File: src/design/uart_pins_pkg.sv
// package: constants and carrier types for the uart host bus and serial pin block
package uart_pins_pkg;
  localparam int unsigned clk_freq_mhz = 50;
  localparam int unsigned reset_min_ns = 40;
  localparam int unsigned reset_min_cycles = (reset_min_ns * clk_freq_mhz + 999) / 1000;
  localparam int unsigned sync_stages = 2;
  localparam int unsigned addr_width = 3;
  localparam int unsigned data_width = 8;
  localparam int unsigned reg_count = 8;

  // register indices chosen by the three select lines
  localparam logic [2:0] idx_data = 3'h0;
  localparam logic [2:0] idx_irq_enable = 3'h1;
  localparam logic [2:0] idx_irq_ident = 3'h2;
  localparam logic [2:0] idx_line_control = 3'h3;
  localparam logic [2:0] idx_modem_control = 3'h4;
  localparam logic [2:0] idx_line_status = 3'h5;
  localparam logic [2:0] idx_modem_status = 3'h6;
  localparam logic [2:0] idx_scratch = 3'h7;

  // field positions
  localparam int unsigned mcr_rts_bit = 1;
  localparam int unsigned mcr_dtr_bit = 0;
  localparam int unsigned mcr_irq_drive_bit = 3;
  localparam int unsigned mcr_infrared_bit = 6;
  localparam int unsigned msr_cts_bit = 4;
  localparam int unsigned efr_auto_rts_bit = 6;
  localparam int unsigned efr_auto_cts_bit = 7;
  localparam int unsigned ier_rts_bit = 6;
  localparam int unsigned ier_cts_bit = 7;

  // reset values
  localparam logic [7:0] reg_reset_value = 8'h00;
  localparam logic [7:0] ident_reset_value = 8'h01;

  typedef enum logic [1:0]
  {
    acc_idle = 2'b00,
    acc_read = 2'b01,
    acc_write = 2'b10
  } access_state_type;

  // synchronised host bus view
  typedef struct packed
  {
    logic chip_sel_n;
    logic read_strobe_n;
    logic write_strobe_n;
  } bus_ctrl_type;

  typedef struct packed
  {
    logic [2:0] sel;
    logic [7:0] data;
  } bus_word_type;
endpackage

File: src/design/pin_sync.sv
// two-stage synchroniser for a vector of asynchronous pins
`timescale 1ns/1ps
module pin_sync
  import uart_pins_pkg::*;
#(
  parameter int unsigned WIDTH = 1,
  parameter logic [WIDTH-1:0] INIT = '0
)
(
  // clock and reset
  input wire logic clk_in,
  input wire logic rst_in,
  // pins
  input wire logic [WIDTH-1:0] async_in,
  output logic [WIDTH-1:0] sync_out
);
  logic [WIDTH-1:0] meta_q;
  logic [WIDTH-1:0] meta_d;
  logic [WIDTH-1:0] stable_q;
  logic [WIDTH-1:0] stable_d;

  always_comb
  begin
    meta_d = async_in;
    stable_d = meta_q;
  end

  always_ff @(posedge clk_in or posedge rst_in)
  begin
    if (rst_in)
    begin
      meta_q <= INIT;
      stable_q <= INIT;
    end
    else
    begin
      meta_q <= meta_d;
      stable_q <= stable_d;
    end
  end

  assign sync_out = stable_q;
endmodule

File: src/design/uart_host_pins.sv
// host bus decode, register file and serial/modem pin control of the uart
`timescale 1ns/1ps
module uart_host_pins
  import uart_pins_pkg::*;
(
  // clock and reset (polarity already resolved from the bus style)
  input wire logic clk_in,
  input wire logic rst_in,
  // bus style strap: 1 strobe pair, 0 direction line
  input wire logic bus_style_in,
  // host bus
  input wire logic chip_sel_n_in,
  input wire logic read_strobe_n_in,
  input wire logic write_strobe_n_in,
  input wire logic reg_sel_2_in,
  input wire logic reg_sel_1_in,
  input wire logic reg_sel_0_in,
  input wire logic [7:0] data_in,
  output logic [7:0] data_out,
  output logic data_oe_n_out,
  // interrupt pin
  input wire logic irq_request_in,
  output logic irq_out,
  output logic irq_oe_n_out,
  // serial pins and core serial path
  input wire logic tx_serial_in,
  input wire logic tx_infrared_in,
  input wire logic tx_busy_in,
  output logic tx_out,
  input wire logic rx_in,
  output logic rx_serial_out,
  output logic rx_infrared_out,
  output logic infrared_mode_out,
  // modem pins
  output logic rts_n_out,
  output logic dtr_n_out,
  input wire logic cts_n_in,
  input wire logic rts_auto_deassert_in,
  output logic tx_allowed_out,
  // core register side
  input wire logic [7:0] line_status_in,
  input wire logic [7:0] irq_ident_in,
  input wire logic [7:0] rx_data_in,
  output logic [7:0] tx_data_out,
  output logic tx_data_strobe_out,
  output logic rx_data_read_out,
  output logic [7:0] line_control_out,
  input wire logic [7:0] enhanced_feature_reg_in
);
  logic [2:0] ctrl_sync;
  logic [10:0] word_sync;
  logic rx_sync;
  logic cts_sync;
  bus_ctrl_type ctrl;
  bus_word_type word;

  // strobes, select lines and data all come from the host's timing domain
  pin_sync #(.WIDTH(3), .INIT(3'h7)) u_ctrl_sync
  (
    .clk_in(clk_in),
    .rst_in(rst_in),
    .async_in({chip_sel_n_in, read_strobe_n_in, write_strobe_n_in}),
    .sync_out(ctrl_sync)
  );
  pin_sync #(.WIDTH(11), .INIT(11'h000)) u_word_sync
  (
    .clk_in(clk_in),
    .rst_in(rst_in),
    .async_in({reg_sel_2_in, reg_sel_1_in, reg_sel_0_in, data_in}),
    .sync_out(word_sync)
  );
  pin_sync #(.WIDTH(2), .INIT(2'h3)) u_line_sync
  (
    .clk_in(clk_in),
    .rst_in(rst_in),
    .async_in({rx_in, cts_n_in}),
    .sync_out({rx_sync, cts_sync})
  );

  assign ctrl = bus_ctrl_type'(ctrl_sync);
  assign word = bus_word_type'(word_sync);

  // registers owned by this block
  logic [7:0] modem_control_reg_q, modem_control_reg_d;
  logic [7:0] irq_enable_reg_q, irq_enable_reg_d;
  logic [7:0] line_control_q, line_control_d;
  logic [7:0] scratch_q, scratch_d;
  logic [7:0] tx_data_q, tx_data_d;
  logic tx_strobe_q, tx_strobe_d;
  logic rx_read_q, rx_read_d;
  logic [7:0] read_data_q, read_data_d;
  logic drive_q, drive_d;
  access_state_type state_q, state_d;
  logic [2:0] sel_q, sel_d;
  logic [7:0] modem_status_reg;

  // strobe-pair style uses two strobes; direction style uses chip select with the write strobe pin as direction, high for read
  logic rd_active, wr_active;
  always_comb
  begin
    rd_active = 1'b0;
    wr_active = 1'b0;
    if (!ctrl.chip_sel_n)
    begin
      if (bus_style_in)
      begin
        rd_active = !ctrl.read_strobe_n;
        wr_active = !ctrl.write_strobe_n;
      end
      else
      begin
        // read strobe pin not looked at here
        rd_active = ctrl.write_strobe_n;
        wr_active = !ctrl.write_strobe_n;
      end
    end
  end

  function automatic logic [7:0] read_mux(input logic [2:0] sel);
    logic [7:0] v;
    v = 8'h00;
    unique case (sel)
      idx_data: v = rx_data_in;
      idx_irq_enable: v = irq_enable_reg_q;
      idx_irq_ident: v = irq_ident_in;
      idx_line_control: v = line_control_q;
      idx_modem_control: v = modem_control_reg_q;
      idx_line_status: v = line_status_in;
      idx_modem_status: v = modem_status_reg;
      idx_scratch: v = scratch_q;
    endcase
    return v;
  endfunction

  always_comb
  begin
    modem_status_reg = 8'h00;
    modem_status_reg[msr_cts_bit] = !cts_sync;
  end

  always_comb
  begin
    state_d = state_q;
    sel_d = sel_q;
    modem_control_reg_d = modem_control_reg_q;
    irq_enable_reg_d = irq_enable_reg_q;
    line_control_d = line_control_q;
    scratch_d = scratch_q;
    tx_data_d = tx_data_q;
    tx_strobe_d = 1'b0;
    rx_read_d = 1'b0;
    read_data_d = read_data_q;
    drive_d = 1'b0;
    unique case (state_q)
      acc_idle:
      begin
        if (rd_active)
        begin
          // falling edge: capture the address and fetch the byte
          state_d = acc_read;
          sel_d = word.sel;
          read_data_d = read_mux(word.sel);
          drive_d = 1'b1;
          rx_read_d = (word.sel == idx_data);
        end
        else if (wr_active)
        begin
          state_d = acc_write;
          sel_d = word.sel;
        end
      end
      acc_read:
      begin
        drive_d = rd_active;
        if (rd_active)
        begin
          read_data_d = read_mux(sel_q);
        end
        else
        begin
          state_d = acc_idle;
        end
      end
      acc_write:
      begin
        // latching on release means one write per strobe, whatever its length
        if (!wr_active)
        begin
          state_d = acc_idle;
          unique case (sel_q)
            idx_data:
            begin
              tx_data_d = word.data;
              tx_strobe_d = 1'b1;
            end
            idx_irq_enable: irq_enable_reg_d = word.data;
            idx_line_control: line_control_d = word.data;
            idx_modem_control: modem_control_reg_d = word.data;
            idx_scratch: scratch_d = word.data;
            default:
            begin
            end
          endcase
        end
      end
      default: state_d = acc_idle;
    endcase
  end

  always_ff @(posedge clk_in or posedge rst_in)
  begin
    if (rst_in)
    begin
      state_q <= acc_idle;
      sel_q <= 3'h0;
      modem_control_reg_q <= reg_reset_value;
      irq_enable_reg_q <= reg_reset_value;
      line_control_q <= reg_reset_value;
      scratch_q <= reg_reset_value;
      tx_data_q <= reg_reset_value;
      tx_strobe_q <= 1'b0;
      rx_read_q <= 1'b0;
      read_data_q <= reg_reset_value;
      drive_q <= 1'b0;
    end
    else
    begin
      state_q <= state_d;
      sel_q <= sel_d;
      modem_control_reg_q <= modem_control_reg_d;
      irq_enable_reg_q <= irq_enable_reg_d;
      line_control_q <= line_control_d;
      scratch_q <= scratch_d;
      tx_data_q <= tx_data_d;
      tx_strobe_q <= tx_strobe_d;
      rx_read_q <= rx_read_d;
      read_data_q <= read_data_d;
      drive_q <= drive_d;
    end
  end

  // pin output stage, registered so pins never glitch
  logic infrared_q, infrared_d;
  logic tx_q, tx_d;
  logic irq_q, irq_d;
  logic irq_oe_n_q, irq_oe_n_d;
  logic rts_n_q, rts_n_d;
  logic dtr_n_q, dtr_n_d;
  logic tx_allowed_q, tx_allowed_d;

  always_comb
  begin
    infrared_d = modem_control_reg_q[mcr_infrared_bit];
    if (infrared_d)
    begin
      tx_d = tx_busy_in ? tx_infrared_in : 1'b0;
    end
    else
    begin
      tx_d = tx_busy_in ? tx_serial_in : 1'b1;
    end
    if (bus_style_in)
    begin
      irq_d = irq_request_in;
      irq_oe_n_d = !modem_control_reg_q[mcr_irq_drive_bit];
    end
    else
    begin
      // open drain: drive only the low level, pull-up makes the high
      irq_d = 1'b0;
      irq_oe_n_d = !irq_request_in;
    end
    // auto deassert only acts once software has asserted the line
    rts_n_d = !(modem_control_reg_q[mcr_rts_bit]
      && !(enhanced_feature_reg_in[efr_auto_rts_bit] && rts_auto_deassert_in));
    dtr_n_d = !modem_control_reg_q[mcr_dtr_bit];
    tx_allowed_d = !enhanced_feature_reg_in[efr_auto_cts_bit] || !cts_sync;
  end

  always_ff @(posedge clk_in or posedge rst_in)
  begin
    if (rst_in)
    begin
      infrared_q <= 1'b0;
      tx_q <= 1'b1;
      irq_q <= 1'b0;
      irq_oe_n_q <= 1'b1;
      rts_n_q <= 1'b1;
      dtr_n_q <= 1'b1;
      tx_allowed_q <= 1'b0;
    end
    else
    begin
      infrared_q <= infrared_d;
      tx_q <= tx_d;
      irq_q <= irq_d;
      irq_oe_n_q <= irq_oe_n_d;
      rts_n_q <= rts_n_d;
      dtr_n_q <= dtr_n_d;
      tx_allowed_q <= tx_allowed_d;
    end
  end

  assign data_out = read_data_q;
  assign data_oe_n_out = !drive_q;
  assign irq_out = irq_q;
  assign irq_oe_n_out = irq_oe_n_q;
  assign tx_out = tx_q;
  // receive ignored while in reset: synchroniser resets to idle
  assign rx_serial_out = infrared_q ? 1'b1 : rx_sync;
  assign rx_infrared_out = infrared_q ? rx_sync : 1'b0;
  assign infrared_mode_out = infrared_q;
  assign rts_n_out = rts_n_q;
  assign dtr_n_out = dtr_n_q;
  assign tx_allowed_out = tx_allowed_q;
  assign tx_data_out = tx_data_q;
  assign tx_data_strobe_out = tx_strobe_q;
  assign rx_data_read_out = rx_read_q;
  assign line_control_out = line_control_q;
endmodule

File: config.mk
export PLATFORM = sky130hd
export DESIGN_NAME = uart_host_pins
export DESIGN_NICKNAME = d
export VERILOG_FILES = /design/src/design/uart_pins_pkg.sv /design/src/design/pin_sync.sv /design/src/design/uart_host_pins.sv
export SDC_FILE = /design/constraint.sdc
export NUM_CORES = 1
export LEC_CHECK = 0
export BUFFER_PORTS_ARGS = -buffer_cell sky130_fd_sc_hd__buf_2
export CAP_MARGIN = 20
export CELL_PAD_IN_SITES_DETAIL_PLACEMENT = 1
export CELL_PAD_IN_SITES_GLOBAL_PLACEMENT = 1
export CORE_UTILIZATION = 46
export CTS_BUF_LIST = sky130_fd_sc_hd__clkbuf_16
export CTS_CLUSTER_SIZE = 16
export DETAILED_ROUTE_END_ITERATION = 10
export PLACE_DENSITY = 0.84
export SLEW_MARGIN = 25
export SYNTH_ARGS = -nofsm -noshare
export SYNTH_HDL_FRONTEND = slang
export SYNTH_HIERARCHICAL = 1
export SYNTH_SLANG_ARGS = --single-unit
File: constraint.sdc
create_clock -name clk_in -period 2.7 [get_ports clk_in]
set_input_delay 0 -clock clk_in [delete_from_list [all_inputs] [get_ports clk_in]]
set_output_delay 0 -clock clk_in [all_outputs]
set_load 0.05 [all_outputs]
### Word-level counts from Yosys, hierarchy flattened

Cells that the tools add are included.

| storage, ports and cells | value |
|---|---|
| flip-flop bits (word level) | 95 |

| operators by class | value |
|---|---|
| mux-type cells | 29 |
| reduce and logical (&&, ||, !) cells | 26 |
| eq/ne operators | 21 |
| bitwise operators | 1 |

Operators with widths:

| cell | count |
|---|---|
| 8-bit one-hot mux with 8 select lines | 2 |
| 3-bit == test (second input constant) | 8 |
| 3-bit AND reduction | 7 |
| 1-bit two-way mux | 16 |
| 8-bit two-way mux | 2 |
| 8-bit one-hot mux with 2 select lines | 1 |
| 3-bit by 2-bit == test with 1-bit output (second input constant) | 4 |
| 1-bit logical NOT | 10 |
| 2-bit two-way mux | 4 |
| 2-bit != test (second input constant) | 4 |
| 3-bit by 1-bit == test with 1-bit output (second input constant) | 2 |
| 3-bit logical NOT | 2 |
| 3-bit two-way mux | 2 |
| 2-bit one-hot mux with 3 select lines | 1 |
| 2-bit nonzero test | 2 |
| 3-bit != test (second input constant) | 1 |
| 2-bit by 1-bit == test with 1-bit output (second input constant) | 1 |
| 2-bit == test (second input constant) | 1 |
| 1-bit logical AND | 2 |
| 2-bit logical NOT | 1 |
| 1-bit one-hot mux with 2 select lines | 1 |
| 2-bit AND reduction | 1 |
| 1-bit logical OR | 1 |
| 1-bit NOT | 1 |

### Depth between registers and ports, before layout

| depth | value |
|---|---|
| depth after elaboration | 5 |
| mapped depth | 7 |
| mapped depth without buffers | 7 |

### Hierarchy

Netlist, hierarchy kept.

Modules (own cells, without submodules):

| module | cells each | instances | area an instance (µm²) |
|---|---|---|---|
| uart_host_pins | 308 | 1 | 3415.8 |
| pin_sync at u_word_sync | 23 | 1 | 554.3 |
| pin_sync at u_ctrl_sync | 7 | 1 | 161.4 |
| pin_sync at u_line_sync | 5 | 1 | 108.9 |

### Worst setup path after synthesis

No wires, ideal clock.

| timing | value |
|---|---|
| path kind | register -> register |
| from | register u_ctrl_sync.stable_q[0], in the netlist u_ctrl_sync/sync_out[0] |
| to | register tx_data_q[0], in the netlist tx_data_out[0] |
| stages on the path, launching flop included | 6 |
| setup slack | 1144 ps |
| period minus slack after synthesis | 1556 ps |
| data required time | 2575 ps |
| arrival time | 1432 ps |
| cells stage by stage | dfstp_2 > nor2_1 > nor3b_2 > and3_1 > buf_4 > mux2_2 |

| on the way | value |
|---|---|
| word-level cells in the longest chain between the ends | 4 |

RTL lines:

| element | RTL line | RTL |
|---|---|---|
| from (decl) | pin_sync.sv:19 | `logic [WIDTH-1:0] stable_q;` |
| from (signal assigned) | pin_sync.sv:38 | `stable_q <= stable_d;` |
| 1-bit logical NOT | uart_host_pins.sv:108, uart_host_pins.sv:114 |  |
| 1-bit two-way mux | uart_host_pins.sv:103 | `if (!ctrl.chip_sel_n)` |
| 1-bit NOT (no line) | -- |  |
| 3-bit AND reduction (no line) | -- |  |
| to (signal assigned) | uart_host_pins.sv:220 | `tx_data_q <= reg_reset_value;` |
| to (signal assigned) | uart_host_pins.sv:234 | `tx_data_q <= tx_data_d;` |
| to (decl) | uart_host_pins.sv:88 | `logic [7:0] tx_data_q, tx_data_d;` |

No other way between the ends.
A chain may end at the register's enable or synchronous reset.

### Final worst setup path

| timing | value |
|---|---|
| from | register sel_q[1] |
| to | register tx_data_q[5], in the netlist tx_data_out[5] |

| on the way | value |
|---|---|
| word-level cells in the longest chain between the ends | 2 |

RTL lines:

| element | RTL line | RTL |
|---|---|---|
| from (decl) | uart_host_pins.sv:94 | `logic [2:0] sel_q, sel_d;` |
| from (signal assigned) | uart_host_pins.sv:229 | `sel_q <= sel_d;` |
| 3-bit logical NOT | uart_host_pins.sv:190 | `unique case (sel_q)` |
| 3-bit AND reduction (no line) | -- |  |

No other way between the ends.

==> impl_metrics.toml <==
[detailed_routing]
wl_um = 13100
via_per_inst = 5.95
routed-via-count = 3407
avgRoutedWirePerCell_um = 22.8
drtIter0Drc = 365
drt_drc_violations_left = 5
ant_nets = 0
first_pass_iters = 9

[finish]
nets = 516
drive_gt1_share_pct = 40.0
area_growth_syn_to_layout_pct = 25.7
layout_common_cells = "85 x buf_2, 81 x dfrtp_1, 42 x mux2_2"
diodes = 0
final_common_cell = "buf_2"

[yosys]
async_reset_ff_share_pct = 100
ys_ff_latch = 95
syn_area_mm2 = 0.00424
synth_cell_types = 52
synth_top_flop_cell = "dfrtp_1"
netlist_top_cells_area = "dfrtp_1 48%, mux2_2 11%, dfstp_2 8.7%, mux2i_1 4.7%, o21ai_0 2.1%"
synth_nets = 399
synth_top_area_share_pct = 47.8
synth_edf_count = 0
yosys_warnings = 6
avgSynthCellArea_um2 = 12.4
syn_inst = 343
synth_top_area_cell = "dfrtp_1"
ys_seq_area_share_pct = 56.5

[place]
port_buffers = 85
hpwl_um = 8770
place_worst_setup_slack_ns = 0.628
gp_congestion = 0.888

[sta]
relSlewSlack_pct = 46.4
timing.fmax_mhz = 468
setup-tns-final_ns = 0
slew_violations = 0
setup_ws_ns = 0.565
fin_skew_ns = 0.0104
min_period_ns = 2.14
hold_viol = 0
setup_viol = 0
worst_pin_slew_ns = 0.804
period_share_pct = 79.1
grt_setup_unrepaired = "no"

[global_routing]
grtUsageTotal_pct = 29.1
grt_pass1_vias = 3789
grt_pass1_wl_um = 21000
grt-ovfl-total = 0
grt_max_degree = 24
antenna_found_initial = 0

[min_path]
hold_class = "input pin to flip-flop"
hp-start = "rx_data_in[5]"

[floorplanning]
die_h_um = 98.0
die_area_mm2 = 0.00961
start_util_pct = 48.2
core_mm2 = 0.00881
row_count = 34
die_x_um = 98.0
pin_count = 92

[run_status]
violations = "DRC"
outcome = "finished, violations left"

[cts]
cts_tree = "yes"
htree_levels = 3
cts_made_buffers = 9
worstSkewPairLatency_ns = 0.34
cts_resized = 0
clock-sinks = 95
cts_setup_buffers = 0
holdBufCountCts = 27
clk_path_buf_depth = 2
cts_root_buf = "clkbuf_16"
clkSlewWorstSetupHoldPaths_ns = 0.07

[critical_path]
setup.worst_path.end_class = "flip-flop"
start_kind = "flip-flop"
crit_type = "flip-flop to flip-flop"
required_ns = 2.92
critical_path_arrival_ns = 2.36
timing.rr.start = "sel_q[1]"
reg2regPathDepth = 3
critical_path.endpoint = "tx_data_out[5]"
ff2ff_setup_slack_ns = 0.56
reg2reg_to = "tx_data_out[5]"
crit_fanout = 18
cp-startpoint = "sel_q[1]"

[flow_run]
drv_cap = 0

[pwr]
p_leak_nw = 2.54
power_density_mw_per_mm2 = 910
ir_drop_mv = 0.697
==> state kept, by name, summed over array words and instances, names as in the netlist, 2 cells and up <==
name                  flops
data_out                  8
irq_enable_reg_q          8
line_control_out          8
modem_control_reg_q       8
scratch_q                 8
sel_q                     3
state_q                   2
tx_data_out               8
u_ctrl_sync/meta_q        3
u_ctrl_sync/sync_out      3
u_line_sync/meta_q        2
u_line_sync/sync_out      2
u_word_sync/meta_q       11
u_word_sync/sync_out     11
==> per-layer routing <==
metal | vias to the layer above | share of wire [%] | track usage [%]
met2 | 164 | 50 | 49.0
met3 | 40 | 6.8 | 5.15
li1 | 1487 | - | -
met1 | 1716 | 40 | 36.8
met5 | - | 0 | 0
met4 | 0 | 3.1 | 13.3
==> logic make-up after synthesis <==
logic type	count (synthesis)	synth area share (%)
multiplexers	66	17.8
AND/OR/NAND/NOR	73	9.06
flip-flops	95	56.5
buffers and inverters	35	4.28
AO/OA/AOI/OAI	74	12.4
==> through the flow <==
stage	cells	power (W)	area [um2]	hold WS, ns	utilization (%)
final	573	0.00485	5330	0.0117	60.5
after detailed placement	530	0.00356	4770	0.0631	54.2
after CTS	573	0.00485	5330	0.00251	60.5
after global routing	573	0.00505	5330	0.0173	60.5
after floorplan	343	0.00311	4240	-0.0448	-
after global placement	530	0.00347	4770	0.0349	54.2
==> report_power, final <==
group          internal, W  switching [W]  leakage [nW]
clock network     0.000647       0.000586         0.142
registers          0.00174       0.000277          1.16
logic             0.000554        0.00105          1.23
total              0.00294        0.00191          2.54
==> worst min path at each step <==
stage / end / slack, ns / cells after the start
after floorplan: u_line_sync/meta_q[0] / -0.04 / 1
after global placement: modem_control_reg_q[6] / 0.03 / 2
after detailed placement: line_control_out[6] / 0.06 / 2
after CTS: data_out[5] / 0.003 / 3
after global routing: data_out[6] / 0.02 / 3
final: data_out[5] / 0.01 / 3
==> layout make-up <==
cell class                      instances  area (um2)
Clock buffer                            9         225
Clock inverter                          7        61.3
Fill cell                             913        3470
Inverter                               17        65.1
Multi-Input combinational cell        213        1660
Sequential cell                        95        2390
Tap cell                              108         135
Timing Repair Buffer                  124         786
==> Yosys cell counts, drive strengths merged (6+ instances only) <==
library cell / number
a21oi: 11
nand2: 27
mux2i: 20
dfstp: 14
o21ai: 18
dfrtp: 81
inv: 16
and2: 6
buf: 13
nor2: 14
mux2: 43
nand3: 8
==> critical path, stage by stage, from the launching register on <==
cell and delay (ns):
dfrtp_1 0.65, inv_1 0.37, and3_1 0.58, mux2_2 0.41
Note: power is estimated with default switching activity, not from simulation.
